File: config.mk
export PLATFORM = sky130hd
export DESIGN_NAME = brl_top
export DESIGN_NICKNAME = d
export VERILOG_FILES = /design/src/hdl/brl_pkg.sv /design/src/hdl/brl_ramp.sv /design/src/hdl/brl_top.sv
export SDC_FILE = /design/constraint.sdc
export NUM_CORES = 1
export LEC_CHECK = 0
export ABC_AREA = 1
export BUFFER_PORTS_ARGS = -buffer_cell sky130_fd_sc_hd__buf_4
export CAP_MARGIN = 20
export CORE_MARGIN = 1.5
export CORE_UTILIZATION = 49
export DETAILED_ROUTE_END_ITERATION = 12
export PLACE_DENSITY = 0.83
export SYNTH_ARGS = -nofsm -noshare
export SYNTH_HDL_FRONTEND = slang
export SYNTH_SLANG_ARGS = --single-unit
File: constraint.sdc
create_clock -name mclk -period 9.4 [get_ports mclk]
set_input_delay 0.47 -clock mclk [delete_from_list [all_inputs] [get_ports mclk]]
set_output_delay 0.47 -clock mclk [all_outputs]
set_load 0.01 [all_outputs]
File: src/hdl/brl_pkg.sv
// package for the buck rail-ok and level-select block
// assumes a single 10 MHz clock domain, synchronous active-high reset
package brl_pkg;
    localparam int NUM_RAILS = 4;      // rails 0..3: first, second, third, fourth
    localparam int CODE_W = 7;
    localparam logic [6:0] CODE_OFF = 7'h00;
    // mask reset: only the first rail (or paired rail) watched
    localparam logic [3:0] MASK_RESET = 4'h1;
    localparam int IDX_FIRST = 0;
    localparam int IDX_SECOND = 1;
    localparam int IDX_FOURTH = 3;
    // ramp timing: 10 mV step at 2.5 mV/us -> 4 us; 20 mV step -> 8 us
    localparam int CLK_MHZ = 10;
    localparam int SLEW_UV_PER_US = 2500;
    localparam int STEP_LO_UV = 10000;
    localparam int STEP_HI_UV = 20000;
    localparam int STEP_LO_CYC = STEP_LO_UV * CLK_MHZ / SLEW_UV_PER_US;
    localparam int STEP_HI_CYC = STEP_HI_UV * CLK_MHZ / SLEW_UV_PER_US;
    localparam int TICK_W = 8;
    // phase-force encodings
    localparam logic [1:0] PHASE_AUTO = 2'h0;
    localparam logic [1:0] PHASE_FORCE_DUAL = 2'h1;
    localparam logic [1:0] PHASE_FORCE_SINGLE = 2'h2;
    // pin map source selection
    localparam logic [1:0] PIN_SLEEP = 2'h0;
    localparam logic [1:0] PIN_CTRL_A = 2'h1;
    localparam logic [1:0] PIN_CTRL_B = 2'h2;

    // per-rail level control as software writes it
    typedef struct packed {
        logic [6:0] primary_code;
        logic [6:0] alt_code;
        logic span;
        logic pin_sel_en;
        logic alt_cmd;
        logic [1:0] pin_map;
    } brl_rail_cfg_s;

    // per-rail analog monitor indications
    typedef struct packed {
        logic volt_in_window;
        logic below_ilim;
    } brl_rail_mon_s;
endpackage : brl_pkg

File: src/hdl/brl_ramp.sv
// per-rail level ramp: steps the applied code toward the selected target
// assumes target settles between steps; mclk 10 MHz, sync reset
module brl_ramp (
    input wire logic mclk,
    input wire logic reset,
    input wire logic clk_en,
    input wire logic ramp_en,
    input wire logic span,
    input wire logic [6:0] target_code,
    output logic [6:0] applied_code,
    output logic ramping
);
    logic [6:0] code_reg;
    logic [6:0] code_next;
    logic [7:0] tick_reg;
    logic [7:0] tick_next;
    logic [7:0] step_cyc;

    assign step_cyc = span ? 8'(brl_pkg::STEP_HI_CYC)
                           : 8'(brl_pkg::STEP_LO_CYC);

    // off jumps immediately; otherwise one code per interval when ramping
    always_comb begin
        code_next = code_reg;
        tick_next = tick_reg;
        if (target_code == brl_pkg::CODE_OFF || code_reg == brl_pkg::CODE_OFF
            || !ramp_en) begin
            code_next = target_code;
            tick_next = 8'h00;
        end else if (code_reg != target_code) begin
            if (tick_reg >= step_cyc - 8'h01) begin
                tick_next = 8'h00;
                code_next = (code_reg < target_code) ? code_reg + 7'h01
                                                     : code_reg - 7'h01;
            end else begin
                tick_next = tick_reg + 8'h01;
            end
        end else begin
            tick_next = 8'h00;
        end
    end

    always_ff @(posedge mclk) begin
        if (reset) begin
            code_reg <= 7'h00;
            tick_reg <= 8'h00;
        end else if (clk_en) begin
            code_reg <= code_next;
            tick_reg <= tick_next;
        end
    end

    assign applied_code = code_reg;
    assign ramping = ramp_en && (code_reg != target_code)
                     && code_reg != brl_pkg::CODE_OFF
                     && target_code != brl_pkg::CODE_OFF;
endmodule : brl_ramp

File: src/hdl/brl_top.sv
// top of the buck rail-ok and level-select control
// assumes host drives pins and config; monitor inputs come from analog
module brl_top (
    input wire logic mclk,
    input wire logic reset,
    input wire logic clk_en,
    input wire brl_pkg::brl_rail_cfg_s [3:0] rail_cfg,
    input wire brl_pkg::brl_rail_mon_s [3:0] rail_mon,
    input wire logic [3:0] rail_ok_mask_a,
    input wire logic rail_ok_mask_wr,
    input wire logic type_current_only,
    input wire logic current_compare_include,
    input wire logic current_compare_ok,
    input wire logic dual_phase_strap,
    input wire logic [1:0] paired_phase_force,
    input wire logic light_load,
    input wire logic sleep_request_pin,
    input wire logic ext_ctrl_pin_a,
    input wire logic ext_ctrl_pin_b,
    output logic rail_ok,
    output logic [3:0] rail_ok_mask_b,
    output logic [6:0] level_code [4],
    output logic [3:0] rail_on,
    output logic [3:0] rail_span,
    output logic dual_phase,
    output logic paired_two_phase_on
);
    logic [2:0] sl_sync_reg, pa_sync_reg, pb_sync_reg;
    logic [2:0] sl_sync_next, pa_sync_next, pb_sync_next;
    logic sl_reg, pa_reg, pb_reg, sl_next, pa_next, pb_next;
    logic [3:0] mask_reg, mask_next;
    logic [3:0] span_reg, span_next;
    logic dual_reg, dual_next, strap_done_reg, strap_done_next;
    logic ok_reg, ok_next, phase_reg, phase_next;
    logic [6:0] target [4];
    logic [3:0] ramping;
    logic [3:0] rail_good;
    logic [3:0] eff_mask;

    // pin synchronisers: change counted when 2nd and 3rd stages agree
    always_comb begin
        sl_sync_next = {sl_sync_reg[1:0], sleep_request_pin};
        pa_sync_next = {pa_sync_reg[1:0], ext_ctrl_pin_a};
        pb_sync_next = {pb_sync_reg[1:0], ext_ctrl_pin_b};
        sl_next = (sl_sync_reg[1] == sl_sync_reg[2]) ? sl_sync_reg[2] : sl_reg;
        pa_next = (pa_sync_reg[1] == pa_sync_reg[2]) ? pa_sync_reg[2] : pa_reg;
        pb_next = (pb_sync_reg[1] == pb_sync_reg[2]) ? pb_sync_reg[2] : pb_reg;
    end

    // strap caught once after reset release; masks and span tracked
    always_comb begin
        strap_done_next = 1'b1;
        dual_next = strap_done_reg ? dual_reg : dual_phase_strap;
        mask_next = rail_ok_mask_wr ? rail_ok_mask_a : mask_reg;
        for (int i = 0; i < 4; i++) begin
            // span latched only while rail is off
            span_next[i] = (target[i] == brl_pkg::CODE_OFF
                            && level_code[i] == brl_pkg::CODE_OFF)
                           ? rail_cfg[i].span : span_reg[i];
        end
    end

    // target selection per rail
    always_comb begin
        for (int i = 0; i < 4; i++) begin
            logic pin_lvl;
            logic use_primary;
            pin_lvl = 1'b0;
            use_primary = 1'b1;
            unique case (rail_cfg[i].pin_map)
                brl_pkg::PIN_SLEEP: pin_lvl = sl_reg;
                brl_pkg::PIN_CTRL_A: pin_lvl = pa_reg;
                brl_pkg::PIN_CTRL_B: pin_lvl = pb_reg;
                default: pin_lvl = 1'b0;
            endcase
            if (rail_cfg[i].pin_sel_en)
                use_primary = pin_lvl;
            else
                use_primary = !rail_cfg[i].alt_cmd;
            // code zero from either source means off
            target[i] = use_primary ? rail_cfg[i].primary_code
                                    : rail_cfg[i].alt_code;
        end
    end

    // ramps; the fourth rail jumps straight to its target, with no slew
    for (genvar g = 0; g < 4; g++) begin : g_ramp
        brl_ramp u_ramp (
            .mclk(mclk),
            .reset(reset),
            .clk_en(clk_en),
            .ramp_en(g != brl_pkg::IDX_FOURTH),
            .span(span_reg[g]),
            .target_code(target[g]),
            .applied_code(level_code[g]),
            .ramping(ramping[g])
        );
    end

    // rail-ok combine: masked or ramping voltage ignored
    always_comb begin
        eff_mask = mask_reg;
        if (dual_reg)
            eff_mask[brl_pkg::IDX_SECOND] = 1'b0;
        for (int i = 0; i < 4; i++) begin
            rail_good[i] = rail_mon[i].below_ilim
                && (type_current_only || ramping[i]
                    || rail_mon[i].volt_in_window);
        end
        ok_next = &(~eff_mask | rail_good)
                  && (!current_compare_include || current_compare_ok);
        // auto sheds at light load unless forced
        unique case (paired_phase_force)
            brl_pkg::PHASE_FORCE_DUAL: phase_next = dual_reg;
            brl_pkg::PHASE_FORCE_SINGLE: phase_next = 1'b0;
            default: phase_next = dual_reg && !light_load;
        endcase
    end

    always_ff @(posedge mclk) begin
        if (reset) begin
            sl_sync_reg <= 3'h0;
            pa_sync_reg <= 3'h0;
            pb_sync_reg <= 3'h0;
            sl_reg <= 1'b0;
            pa_reg <= 1'b0;
            pb_reg <= 1'b0;
            mask_reg <= brl_pkg::MASK_RESET;
            span_reg <= 4'h0;
            dual_reg <= 1'b0;
            strap_done_reg <= 1'b0;
            ok_reg <= 1'b0;
            phase_reg <= 1'b0;
        end else if (clk_en) begin
            sl_sync_reg <= sl_sync_next;
            pa_sync_reg <= pa_sync_next;
            pb_sync_reg <= pb_sync_next;
            sl_reg <= sl_next;
            pa_reg <= pa_next;
            pb_reg <= pb_next;
            mask_reg <= mask_next;
            span_reg <= span_next;
            dual_reg <= dual_next;
            strap_done_reg <= strap_done_next;
            ok_reg <= ok_next;
            phase_reg <= phase_next;
        end
    end

    assign rail_ok = ok_reg;
    assign rail_ok_mask_b = mask_reg;
    assign rail_span = span_reg;
    assign dual_phase = dual_reg;
    assign paired_two_phase_on = phase_reg;
    always_comb begin
        for (int i = 0; i < 4; i++)
            rail_on[i] = level_code[i] != brl_pkg::CODE_OFF;
    end

    // checks: mask reset value and the rail-ok combine
    AST_MASK_RESET: assert property (
        @(posedge mclk) $fell(reset) |-> mask_reg == brl_pkg::MASK_RESET)
        else $error("mask not at reset value");
    AST_BAD_DROPS: assert property (
        @(posedge mclk) disable iff (reset)
        clk_en && mask_reg[0] && !rail_mon[0].below_ilim |=> !rail_ok)
        else $error("rail-ok stayed high on over-current");
    // a ramping rail with good current must not pull rail-ok low
    AST_RAMP_HOLD: assert property (
        @(posedge mclk) disable iff (reset)
        clk_en && ramping[0] && rail_mon[0].below_ilim
        && eff_mask == 4'h1 && !current_compare_include |=> rail_ok)
        else $error("ramp disturbed rail-ok");
    AST_CMP_INC: assert property (
        @(posedge mclk) disable iff (reset)
        clk_en && current_compare_include && !current_compare_ok |=> !rail_ok)
        else $error("compare not included");
    // phase force
    AST_FORCE_SINGLE: assert property (
        @(posedge mclk) disable iff (reset)
        clk_en && paired_phase_force == brl_pkg::PHASE_FORCE_SINGLE
        |=> !paired_two_phase_on)
        else $error("force single ignored");
    // level source selection, off codes and strap hold
    AST_OFF_JUMP: assert property (
        @(posedge mclk) disable iff (reset)
        clk_en && target[2] == brl_pkg::CODE_OFF
        |=> level_code[2] == brl_pkg::CODE_OFF)
        else $error("zero code did not turn rail off");
    AST_CMD_ALT: assert property (
        @(posedge mclk) disable iff (reset)
        clk_en && !rail_cfg[1].pin_sel_en && rail_cfg[1].alt_cmd
        && rail_cfg[1].alt_code == brl_pkg::CODE_OFF
        |=> level_code[1] == brl_pkg::CODE_OFF)
        else $error("command bit did not pick the alternate code");
    AST_FOURTH_JUMP: assert property (
        @(posedge mclk) disable iff (reset)
        clk_en |=> level_code[3] == $past(target[3]))
        else $error("fourth rail did not jump");
    AST_STRAP_HOLD: assert property (
        @(posedge mclk) disable iff (reset)
        strap_done_reg |=> $stable(dual_reg))
        else $error("phase strap changed");
endmodule : brl_top

== Word level (Yosys, flattened, before mapping) ==
Index checks and enable logic that the tools add are counted.

* Register bits: 76
* Bits of input ports: 102
* Output and inout bits: 43

* Add/sub/neg operators: 12
* Magnitude comparators: 6
* Eq/ne operators: 16
* Mux-type cells: 38
* Bitwise logic cells: 3
* Reductions and logical operators: 71

{| class="wikitable"
|+ Operator list
! operator !! number
|-
| $mux 7 || 19
|-
| $mux 8 || 9
|-
| $logic_not 7->1 || 8
|-
| $reduce_bool 7->1 || 7
|-
| $add 8x1->8 const B || 3
|-
| $ge 8x8->1 || 3
|-
| $sub 8x1->8 const B || 3
|-
| $add 7x1->7 const B || 3
|-
| $lt 7x7->1 || 3
|-
| $ne 7x7->1 || 3
|-
| $sub 7x1->7 const B || 3
|-
| $reduce_and 2->1 || 9
|-
| $logic_and 1x1->1 || 16
|-
| $pmux 1 s3 || 4
|-
| $reduce_bool 2->1 || 6
|-
| $logic_or 1x1->1 || 11
|-
| $eq 2x1->1 const B || 5
|-
| $eq 2x2->1 const B || 5
|-
| $reduce_and 3->1 || 3
|-
| $logic_not 2->1 || 4
|-
| $logic_not 1->1 || 6
|-
| $mux 1 || 5
|-
| $not 4->4 || 1
|-
| $or 4x4->4 || 1
|-
| other kinds (4) || 6
|}

== Logic depth before layout (Yosys ltp) ==
Gate-level depths: netlist (run 1).

* Depth after elaboration: 13
* Mapped depth: 24
* Mapped depth without buffers: 24

== Cells and area by module ==
Synthesis (run 1) repeated with hierarchy kept, for this count alone.

* Cell total of the unflattened synthesis: 1206
* Area, all modules: 7561.0 sq um

{| class="wikitable"
|+ By module, submodules not included
! module !! times used !! cells an instance !! area an instance (sq um) !! sequential area each (sq um)
|-
| brl_top || 1 || 371 || 2088.3 || 480.5
|-
| brl_ramp (g_ramp[2].u_ramp) || 1 || 209 || 1413.9 || 300.3
|-
| brl_ramp (g_ramp[1].u_ramp) || 1 || 208 || 1370.1 || 300.3
|-
| brl_ramp (g_ramp[3].u_ramp) || 1 || 209 || 1347.5 || 300.3
|-
| brl_ramp (g_ramp[0].u_ramp) || 1 || 209 || 1341.3 || 300.3
|}

== Worst setup path before layout (run 1) ==
No wires, ideal clock.

* Path kind: input to register
* From: input port rail_cfg[0] in the netlist's numbering
* To: register g_ramp[0].u_ramp.code_reg[6]
* Library setup time: 0.067 ns
* Arrival time: 3.256 ns
* Data required time: 9.333 ns
* Slack: 6.077 ns
* Stages on the path: 24
* Path through: nand2_1 nor2_1 nor2_2 nand2_4 nand2_4 nand2_1 nand2_1 inv_1 ha_1 a21oi_1 a21oi_1 nand3b_1 fa_1 nand2_1 inv_1 o21ai_0 nand2_1 nand2_1 nand2_1 a21oi_1 xnor2_1 o21ai_0 nand2_1 a21oi_2

* Cells in the longest elaborated chain, start to end: 9
* Elaborated cells between the ends (all ways): 17
* Those cells by class: 1 x order compare; 3 x eq/ne; 7 x mux; 6 x reduce/logical

{| class="wikitable"
|+ RTL lines
! item !! line !! RTL
|-
| from (decl) || brl_top.sv:7 || <nowiki>input wire brl_pkg::brl_rail_cfg_s [3:0] rail_cfg,</nowiki>
|-
| $eq 2x2->1, or another cell as far along || brl_top.sv:70 || <nowiki>unique case (rail_cfg[i].pin_map)</nowiki>
|-
| $pmux 1 s3 * || brl_top.sv:70 ||
|-
| $mux 1 * || brl_top.sv:76 || <nowiki>if (rail_cfg[i].pin_sel_en)</nowiki>
|-
| $mux 7 * || brl_top.sv:81 || <nowiki>target[i] = use_primary ? rail_cfg[i].primary_code</nowiki>
|-
| $lt 7x7->1 || brl_ramp.sv:33 || <nowiki>code_next = (code_reg < target_code) ? code_reg + 7'h01</nowiki>
|-
| $mux 7 || brl_ramp.sv:33 ||
|-
| $mux 7 || brl_ramp.sv:31 || <nowiki>if (tick_reg >= step_cyc - 8'h01) begin</nowiki>
|-
| $mux 7 || brl_ramp.sv:30 || <nowiki>end else if (code_reg != target_code) begin</nowiki>
|-
| $mux 7 || brl_ramp.sv:26 || <nowiki>if (target_code == brl_pkg::CODE_OFF || code_reg == brl_pkg::CODE_OFF</nowiki>
|-
| to (signal assigned) || brl_ramp.sv:48 || <nowiki>code_reg <= code_next;</nowiki>
|-
| to (decl) || brl_ramp.sv:13 || <nowiki>logic [6:0] code_reg;</nowiki>
|}

Mark *: on every way between the ends. The rest lies on a longest branch, timed or not. The select of a mux whose other input is x is not followed.
A chain may end at the register's enable or synchronous reset.

== Worst setup path in the final report (run 1) ==
* From: register pa_reg
* To: register g_ramp[1].u_ramp.code_reg[6]

* Cells in the longest elaborated chain, start to end: 8
* Elaborated cells between the ends (all ways): 14
* Those cells by class: 1 x order compare; 1 x eq/ne; 7 x mux; 5 x reduce/logical

{| class="wikitable"
|+ RTL lines
! item !! line !! RTL
|-
| from (decl) || brl_top.sv:30 || <nowiki>logic sl_reg, pa_reg, pb_reg, sl_next, pa_next, pb_next;</nowiki>
|-
| from (signal assigned) || brl_top.sv:139 || <nowiki>pa_reg <= pa_next;</nowiki>
|-
| $pmux 1 s3 * || brl_top.sv:70 ||
|-
| $mux 1 * || brl_top.sv:76 ||
|-
| $mux 7 * || brl_top.sv:81 ||
|-
| $lt 7x7->1 || brl_ramp.sv:33 ||
|-
| $mux 7 || brl_ramp.sv:33 ||
|-
| $mux 7 || brl_ramp.sv:31 ||
|-
| $mux 7 || brl_ramp.sv:30 ||
|-
| $mux 7 || brl_ramp.sv:26 ||
|-
| to (signal assigned) || brl_ramp.sv:48 ||
|-
| to (decl) || brl_ramp.sv:13 ||
|}

Marked as above.

==> results of run 1 <==
final cells by class:
class	instances	share of cell area
clock buffer	10	0.0333
clock inverter	6	0.00993
inverter	104	0.0556
multi-input combinational	645	0.513
sequential	76	0.212
tap	143	0.0249
timing repair buffer	145	0.152
power by group through the flow:
stage	sequential, mW	combinational (mW)	clock, mW
finish	0.458	0.917	0.360
global route	0.468	1.03	0.378
CTS	0.458	0.913	0.366
detailed placement	0.463	0.906	0
global placement	0.462	0.898	0
floorplan	0.458	0.651	0
path summary, 6_finish.rpt:
| check | from | end |
|---|---|---|
| worst max-delay path | pa_reg$_SDFFE_PP0P_ | g_ramp[1].u_ramp.applied_code[6]$_SDFFE_PP0P_ |
| worst min-delay path | rail_ok_mask_a[0] | rail_ok_mask_b[0]$_SDFFE_PP1P_ |
| worst max register to register | pa_reg$_SDFFE_PP0P_ | g_ramp[1].u_ramp.applied_code[6]$_SDFFE_PP0P_ |
| worst min register to register | rail_ok_mask_b[3]$_SDFFE_PP0P_ | rail_ok_mask_b[3]$_SDFFE_PP0P_ |
cells by family (layout without fill, tap and decap cells):
kind of cell	after synthesis	after routing	synth area share
and+or+nand+nor	417	417	0.345
DFF	76	76	0.266
buffers and inverters	126	265	0.0895
adders and majority gates	52	52	0.118
xor gates and xnor gates	18	18	0.0276
AOI/OAI and AO/OA	158	158	0.154
worst register-to-register path, delay by kind of cell (launching register included):
kind | cells | cell delay, ps
buf+inv | 2 | 130
fa+ha+maj | 2 | 700
xor+xnor | 1 | 130
flops | 1 | 450
simple gates | 12 | 880
compound gates | 5 | 1210
per-layer routing:
metal / GRT usage / wire length (um) / vias up / share of wire
li1: - / - / 3030 / -
met1: 0.289 / 6120 / 2651 / 0.42
met2: 0.422 / 7130 / 220 / 0.49
met3: 0.0552 / 1040 / 29 / 0.071
met4: 0.0743 / 274 / 0 / 0.019
met5: 0 / 0 / - / 0
stage by stage:
step | instance area, um2 | util | hold WS (ps) | cells
after global placement | 6870 | 0.602 | 455 | 1113
final | 7180 | 0.629 | 337 | 1129
after floorplan | 5720 | - | 447 | 847
after global routing | 7180 | 0.629 | 357 | 1129
after CTS | 7180 | 0.629 | 329 | 1129
after detailed placement | 6870 | 0.602 | 466 | 1113
synth_stat cells, types with 14 or more instances:
| master | number | share of area |
|---|---|---|
| a21oi_1 | 64 | 0.056 |
| clkbuf_1 | 14 | 0.0092 |
| dfxtp_1 | 76 | 0.27 |
| ha_1 | 49 | 0.11 |
| inv_1 | 96 | 0.063 |
| nand2_1 | 185 | 0.12 |
| nand2_2 | 18 | 0.020 |
| nand3_1 | 33 | 0.029 |
| nand3b_1 | 30 | 0.039 |
| nor2_1 | 94 | 0.062 |
| o21ai_0 | 49 | 0.043 |
| o21ai_1 | 19 | 0.017 |
| xnor2_1 | 14 | 0.021 |
==> flow_summary.yaml, run 1 <==
setup_path:
  cp.buffers_inverters: 2
  path_common_cell: "nand2_1"
  worstPathArrival_ps: 3850
  crit_family: "compound AO/OA/AOI/OAI gates"
  cp-start-kind: "flop"
  cp_slowest_cell: "o211ai_1"
  path_cells: "nand2_1 > nor2_1 > nor2_2 > nand2_4 > nand2_4 > o21ai_1 > inv_1 > ha_1 > nand2_1 > o211ai_1 > ha_1 > nand2_1 > inv_1 > o21ai_0 > nand2_1 > nand2_1 > nand2_1 > a21oi_1 > xnor2_1 > nand2_1 > a21oi_1 > nor2_1"
  critPathRequiredTime_ps: 9630
  critPathMaxStageDelay_ps: 540
  crit_fanout: 8
  crit_cells: 22
  end_kind: "flop"
  r2r_slack_ps: 5790
  criticalPathCategory: "flop to flop"
  worstRegToRegCells: 22
clock_network:
  root_buffer: "clkbuf_16"
  clkSinkCount: 76
  htreeDepth: 3
  clockBufferDepth: 2
  post-cts-setup-buffer-count: 0
  cts_resized: 0
  tritoncts: "yes"
  clk_latency_ps: 340
  postCtsHoldBufs: 0
  clkTransAtPathRegs_ps: 60
  cts_buffers: 9
logic_synthesis:
  syn-instance-count: 847
  ys_warn_count: 0
  synth.avg_cell_area_um2: 6.75
  synth_ff_type: "dfxtp_1"
  synth_edf_count: 0
  ys_types: 44
  syn-num-nets: 1001
  synth-seq-cells: 76
  yosysSeqAreaShare: 0.266
  synthArstFlopShare: 0
  synth_area_um2: 5720
sta:
  fin_crit_sh: 0.384
  fin_setup_tns_ps: 0
  finalHoldViolCount: 0
  fin_ws_ps: 5790
  fmax_mhz: 277
  fin_skew_ps: 6.72
  slew_headroom: 0.307
  setup_viol: 0
  tightest_slew_ps: 1040
  rsz0062_at_grt: "no"
  slew_violations: 0
  period_needed_ps: 3610
layout:
  antenna-diode-count: 0
  fill_cells: 1069
  nets: 1135
  area_growth_syn_to_layout_pct: 25.6
  largest_register_ff_count: 28
  mostFrequentLayoutCell: "nand2_1"
  multi_input_area_um2: 3690
  drive_gt1_frac: 0.224
  layout.area.seq_um2: 1520
  final_cell_mix: "nand2_1, buf_4, inv_1"
floorplan:
  die_h_um: 111
  core-area_um2: 11400
  start_util: 0.501
  die_w_um: 111
  fp-row-count: 39
  die_area_um2: 12300
  pin_count: 145
routing:
  drc: 0
  postRouteAntennaNets: 0
  detail_route.first_pass.iterations: 5
  initialDrtViolationCount: 597
  vias: 5930
  avgViaCountPerCell: 5.25
  wirelength_um: 14600
  wl_per_cell_um: 12.9
global_route:
  grt_pass1_vias: 5575
  antenna_found_initial: 0
  grt_max_degree: 46
  grt.total_usage: 0.239
  grt_pass1_wl_um: 24900
  gr-total-overflow: 0
hold_path:
  hold_class: "input port to flop"
  hold-path-cell-count: 3
flow_run:
  cap_violations: 0
power_and_ir_drop:
  p_int_mw: 0.965
  power.density_nw_per_um2: 241
  p_switching_mw: 0.769
  combPwrFrac: 0.529
  p_total_mw: 1.73
  leakagePower_nw: 3.61
  power_switching_share: 0.444
  clkPwrFrac: 0.207
  ir_drop_v: 0.000242
  power_frac_seq: 0.264
placement:
  post-place-ws_ps: 5640
  place_congestion: 0.929
  portBuffers: 144
  dpl.hpwl_um: 10900
outcome:
  status: "complete, no violations"
No activity file was read; power rests on OpenSTA's default activity.
==> run 2: changes to the inputs <==
--- a/config.mk
+++ b/config.mk
@@ -5,13 +5,13 @@
 export SDC_FILE = /design/constraint.sdc
 export NUM_CORES = 1
 export LEC_CHECK = 0
-export ABC_AREA = 1
+export ABC_AREA = 0
 export BUFFER_PORTS_ARGS = -buffer_cell sky130_fd_sc_hd__buf_4
 export CAP_MARGIN = 20
 export CORE_MARGIN = 1.5
 export CORE_UTILIZATION = 49
 export DETAILED_ROUTE_END_ITERATION = 12
-export PLACE_DENSITY = 0.83
+export PLACE_DENSITY = 0.86
 export SYNTH_ARGS = -nofsm -noshare
 export SYNTH_HDL_FRONTEND = slang
 export SYNTH_SLANG_ARGS = --single-unit
==> constraint.sdc (replaced) <==
create_clock -name mclk -period 2.9 [get_ports mclk]
set_input_delay 0.145 -clock mclk [delete_from_list [all_inputs] [get_ports mclk]]
set_output_delay 0.145 -clock mclk [all_outputs]
set_load 0.01 [all_outputs]
==> run 2 against run 1 <==
The flow now finishes with violations (negative setup slack). Combinational power rose to 4.8 times the previous value. Synthesized area decreased by 3.2%. Global-route usage rose by 5.1 points. Final area up 12%. Maximum frequency fell by 1.4%. Count of clock-buffer cells in the layout stayed put. Hold slack worse by 300 ps. Clock power rose to 3.0 times the previous value. Core utilization rose by 11 points. Critical path type unchanged. Critical path depth is 8 lower. Non-clock buffer count rose by 79. Flip-flop and latch count unchanged.
==> flow_summary.yaml, run 2 <==
sta:
  fin_ws_ps: -766
  fin_skew_ps: 8.33
  rsz0062_at_grt: "yes"
  period_needed_ps: 3670
  slew_headroom: 0.666
  hold-worst-slack_ps: 40.9
  setup_viol: 19
  fmax_mhz: 273
  tightest_slew_ps: 488
  fin_crit_sh: 1.26
  finalHoldViolCount: 0
  slew_violations: 0
routing:
  initialDrtViolationCount: 371
  avgViaCountPerCell: 6.24
  vias: 6184
  detail_route.first_pass.iterations: 5
  drc: 0
  wl_per_cell_um: 18.4
  postRouteAntennaNets: 0
  wirelength_um: 18300
placement:
  dpl.hpwl_um: 12700
  postPlaceCellArea_um2: 7280
  place_congestion: 0.945
  place_inst: 962
  post-place-ws_ps: -794
  portBuffers: 144
layout:
  fin_cells: 991
  area_growth_syn_to_layout_pct: 45.6
  final_area_um2: 8060
  final_cell_mix: "buf_4, dfxtp_1, a21oi_1"
  antenna-diode-count: 0
  nets: 1000
  drive_gt1_frac: 0.390
  mostFrequentLayoutCell: "buf_4"
  largest_register_ff_count: 28
global_route:
  grt_pass1_wl_um: 27400
  gr-total-overflow: 0
  grt_max_degree: 45
  grt.total_usage: 0.291
  grt_pass1_vias: 5924
  antenna_found_initial: 0
logic_synthesis:
  ys_warn_count: 0
  synth_most_common_cell: "dfxtp_1"
  syn-num-nets: 796
  yosys.area.top_type: "dfxtp_1"
  syn-instance-count: 642
  synth_edf_count: 0
  synth_commonest_cells: "dfxtp_1, a21oi_1, ha_1, mux2i_1, nand2_1"
  ys_types: 70
  synth_top_area_share: 0.275
  synth-seq-cells: 76
  yosysSeqAreaShare: 0.275
  synthArstFlopShare: 0
  synth_area_um2: 5540
  synth_ff_type: "dfxtp_1"
  synth.area.top_cells: "dfxtp_1, ha_1, mux2i_1, a21oi_1, nand2_1"
  synth.avg_cell_area_um2: 8.62
power_and_ir_drop:
  power.density_nw_per_um2: 854
  p_total_mw: 6.89
  ir_drop_v: 0.000673
  leakagePower_nw: 3.52
floorplan:
  core-area_um2: 10900
  die_w_um: 109
  start_util: 0.506
  pin_count: 145
  die_area_um2: 11900
  fp-row-count: 38
  die_h_um: 109
setup_path:
  criticalPathCategory: "flop to flop"
  cp_slowest_cell: "or3_4"
  critPathMaxStageDelay_ps: 370
  path_cells: "mux2i_2 > o221a_4 > mux2i_2 > ha_1 > a211oi_2 > nor2_1 > or3_4 > fa_2 > a21o_1 > a311o_1 > a21oi_2 > xnor3_1 > a211oi_2 > nor3_2"
  cp-start-kind: "flop"
  crit_fanout: 7
  worstPathArrival_ps: 3880
  end_kind: "flop"
  critPathRequiredTime_ps: 3110
clock_network:
  cts_buffers: 9
  clk_latency_ps: 340
  clockBufferDepth: 2
  htreeDepth: 3
  clkTransAtPathRegs_ps: 60
  root_buffer: "clkbuf_16"
  clkSinkCount: 76
  tritoncts: "yes"
outcome:
  status: "finished, violations left"
  violations: "negative setup slack"
flow_run:
  cap_violations: 0
hold_path:
  hold_class: "input port to flop"
run 2: cell count changes after synthesis, moves of 18 or more:
cell	before	now
nand2_1	185	39
inv_1	96	16
nor2_1	94	36
mux2i_1	0	49
o21ai_0	49	26
nand3b_1	30	8
nand2b_1	0	19
nand2_2	18	0
o21ai_1	19	1
run 2: report_power, final:
group | switching [mW] | total [mW] | internal [mW]
combinational | 2.30 | 4.43 | 2.13
clock | 0.474 | 1.08 | 0.609
sequential | 0.167 | 1.38 | 1.21
total | 2.94 | 6.89 | 3.95
run 2: what timing repair did:
| item | in CTS | in global routing |
|---|---|---|
| cloned | 0 | 2 |
| setup endpoints to repair | 18 | 31 |
| pin swaps | 38 | 11 |
| gates resized for setup | 40 | 41 |
| setup buffers | 7 | 4 |
| hold buffers | 0 | 0 |
run 2: worst paths after layout:
path,start,to,slack [ps],cells after the start
max,pb_reg$_SDFFE_PP0P_,g_ramp[1].u_ramp.applied_code[6]$_SDFFE_PP0P_,-770,14
min,rail_cfg[23],rail_span[1]$_SDFFE_PP0P_,40,3
max reg2reg,pb_reg$_SDFFE_PP0P_,g_ramp[1].u_ramp.applied_code[6]$_SDFFE_PP0P_,-770,14
min reg2reg,pb_sync_reg[2]$_SDFFE_PP0P_,pb_reg$_SDFFE_PP0P_,450,2
run 2: final cells by class:
type	instances	area, um2
clock buffers	10	239
clock inverters	6	46.3
fillers	743	2870
inverters	18	67.6
multi-input cells	517	4260
flip-flops and latches	76	1520
well taps	140	175
repair buffers	224	1750
run 2: per-layer routing:
layer | up-vias | part of all wire | GRT usage
met1 | 2941 | 0.39 | 0.347
met2 | 321 | 0.50 | 0.505
met3 | 56 | 0.081 | 0.0587
li1 | 2866 | - | -
met5 | - | 0 | 0
met4 | 0 | 0.031 | 0.127
run 2: worst max-delay path: cells and delay by family (launching register included):
family / cells / cell delay, ps
xor+xnor: 1 / 240
mux: 2 / 430
compound gates: 6 / 1400
simple gates: 3 / 480
fa+ha+maj: 2 / 650
flops: 1 / 330
run 2: per-stage QoR:
step / TNS [ps] / utilization
after floorplan: -3280 / -
after global placement: -6900 / 0.666
after detailed placement: -9070 / 0.666
after CTS: -7600 / 0.717
after global routing: -11280 / 0.737
final: -8380 / 0.737
run 2: cells by family after synthesis:
family          Yosys count  share of synthesized area
buf+inv                  50                     0.0427
compound gates          176                      0.217
mux                      54                     0.0994
flops                    76                      0.275
simple gates            220                      0.214
fa+ha+maj                52                      0.122
xor+xnor                 14                     0.0298
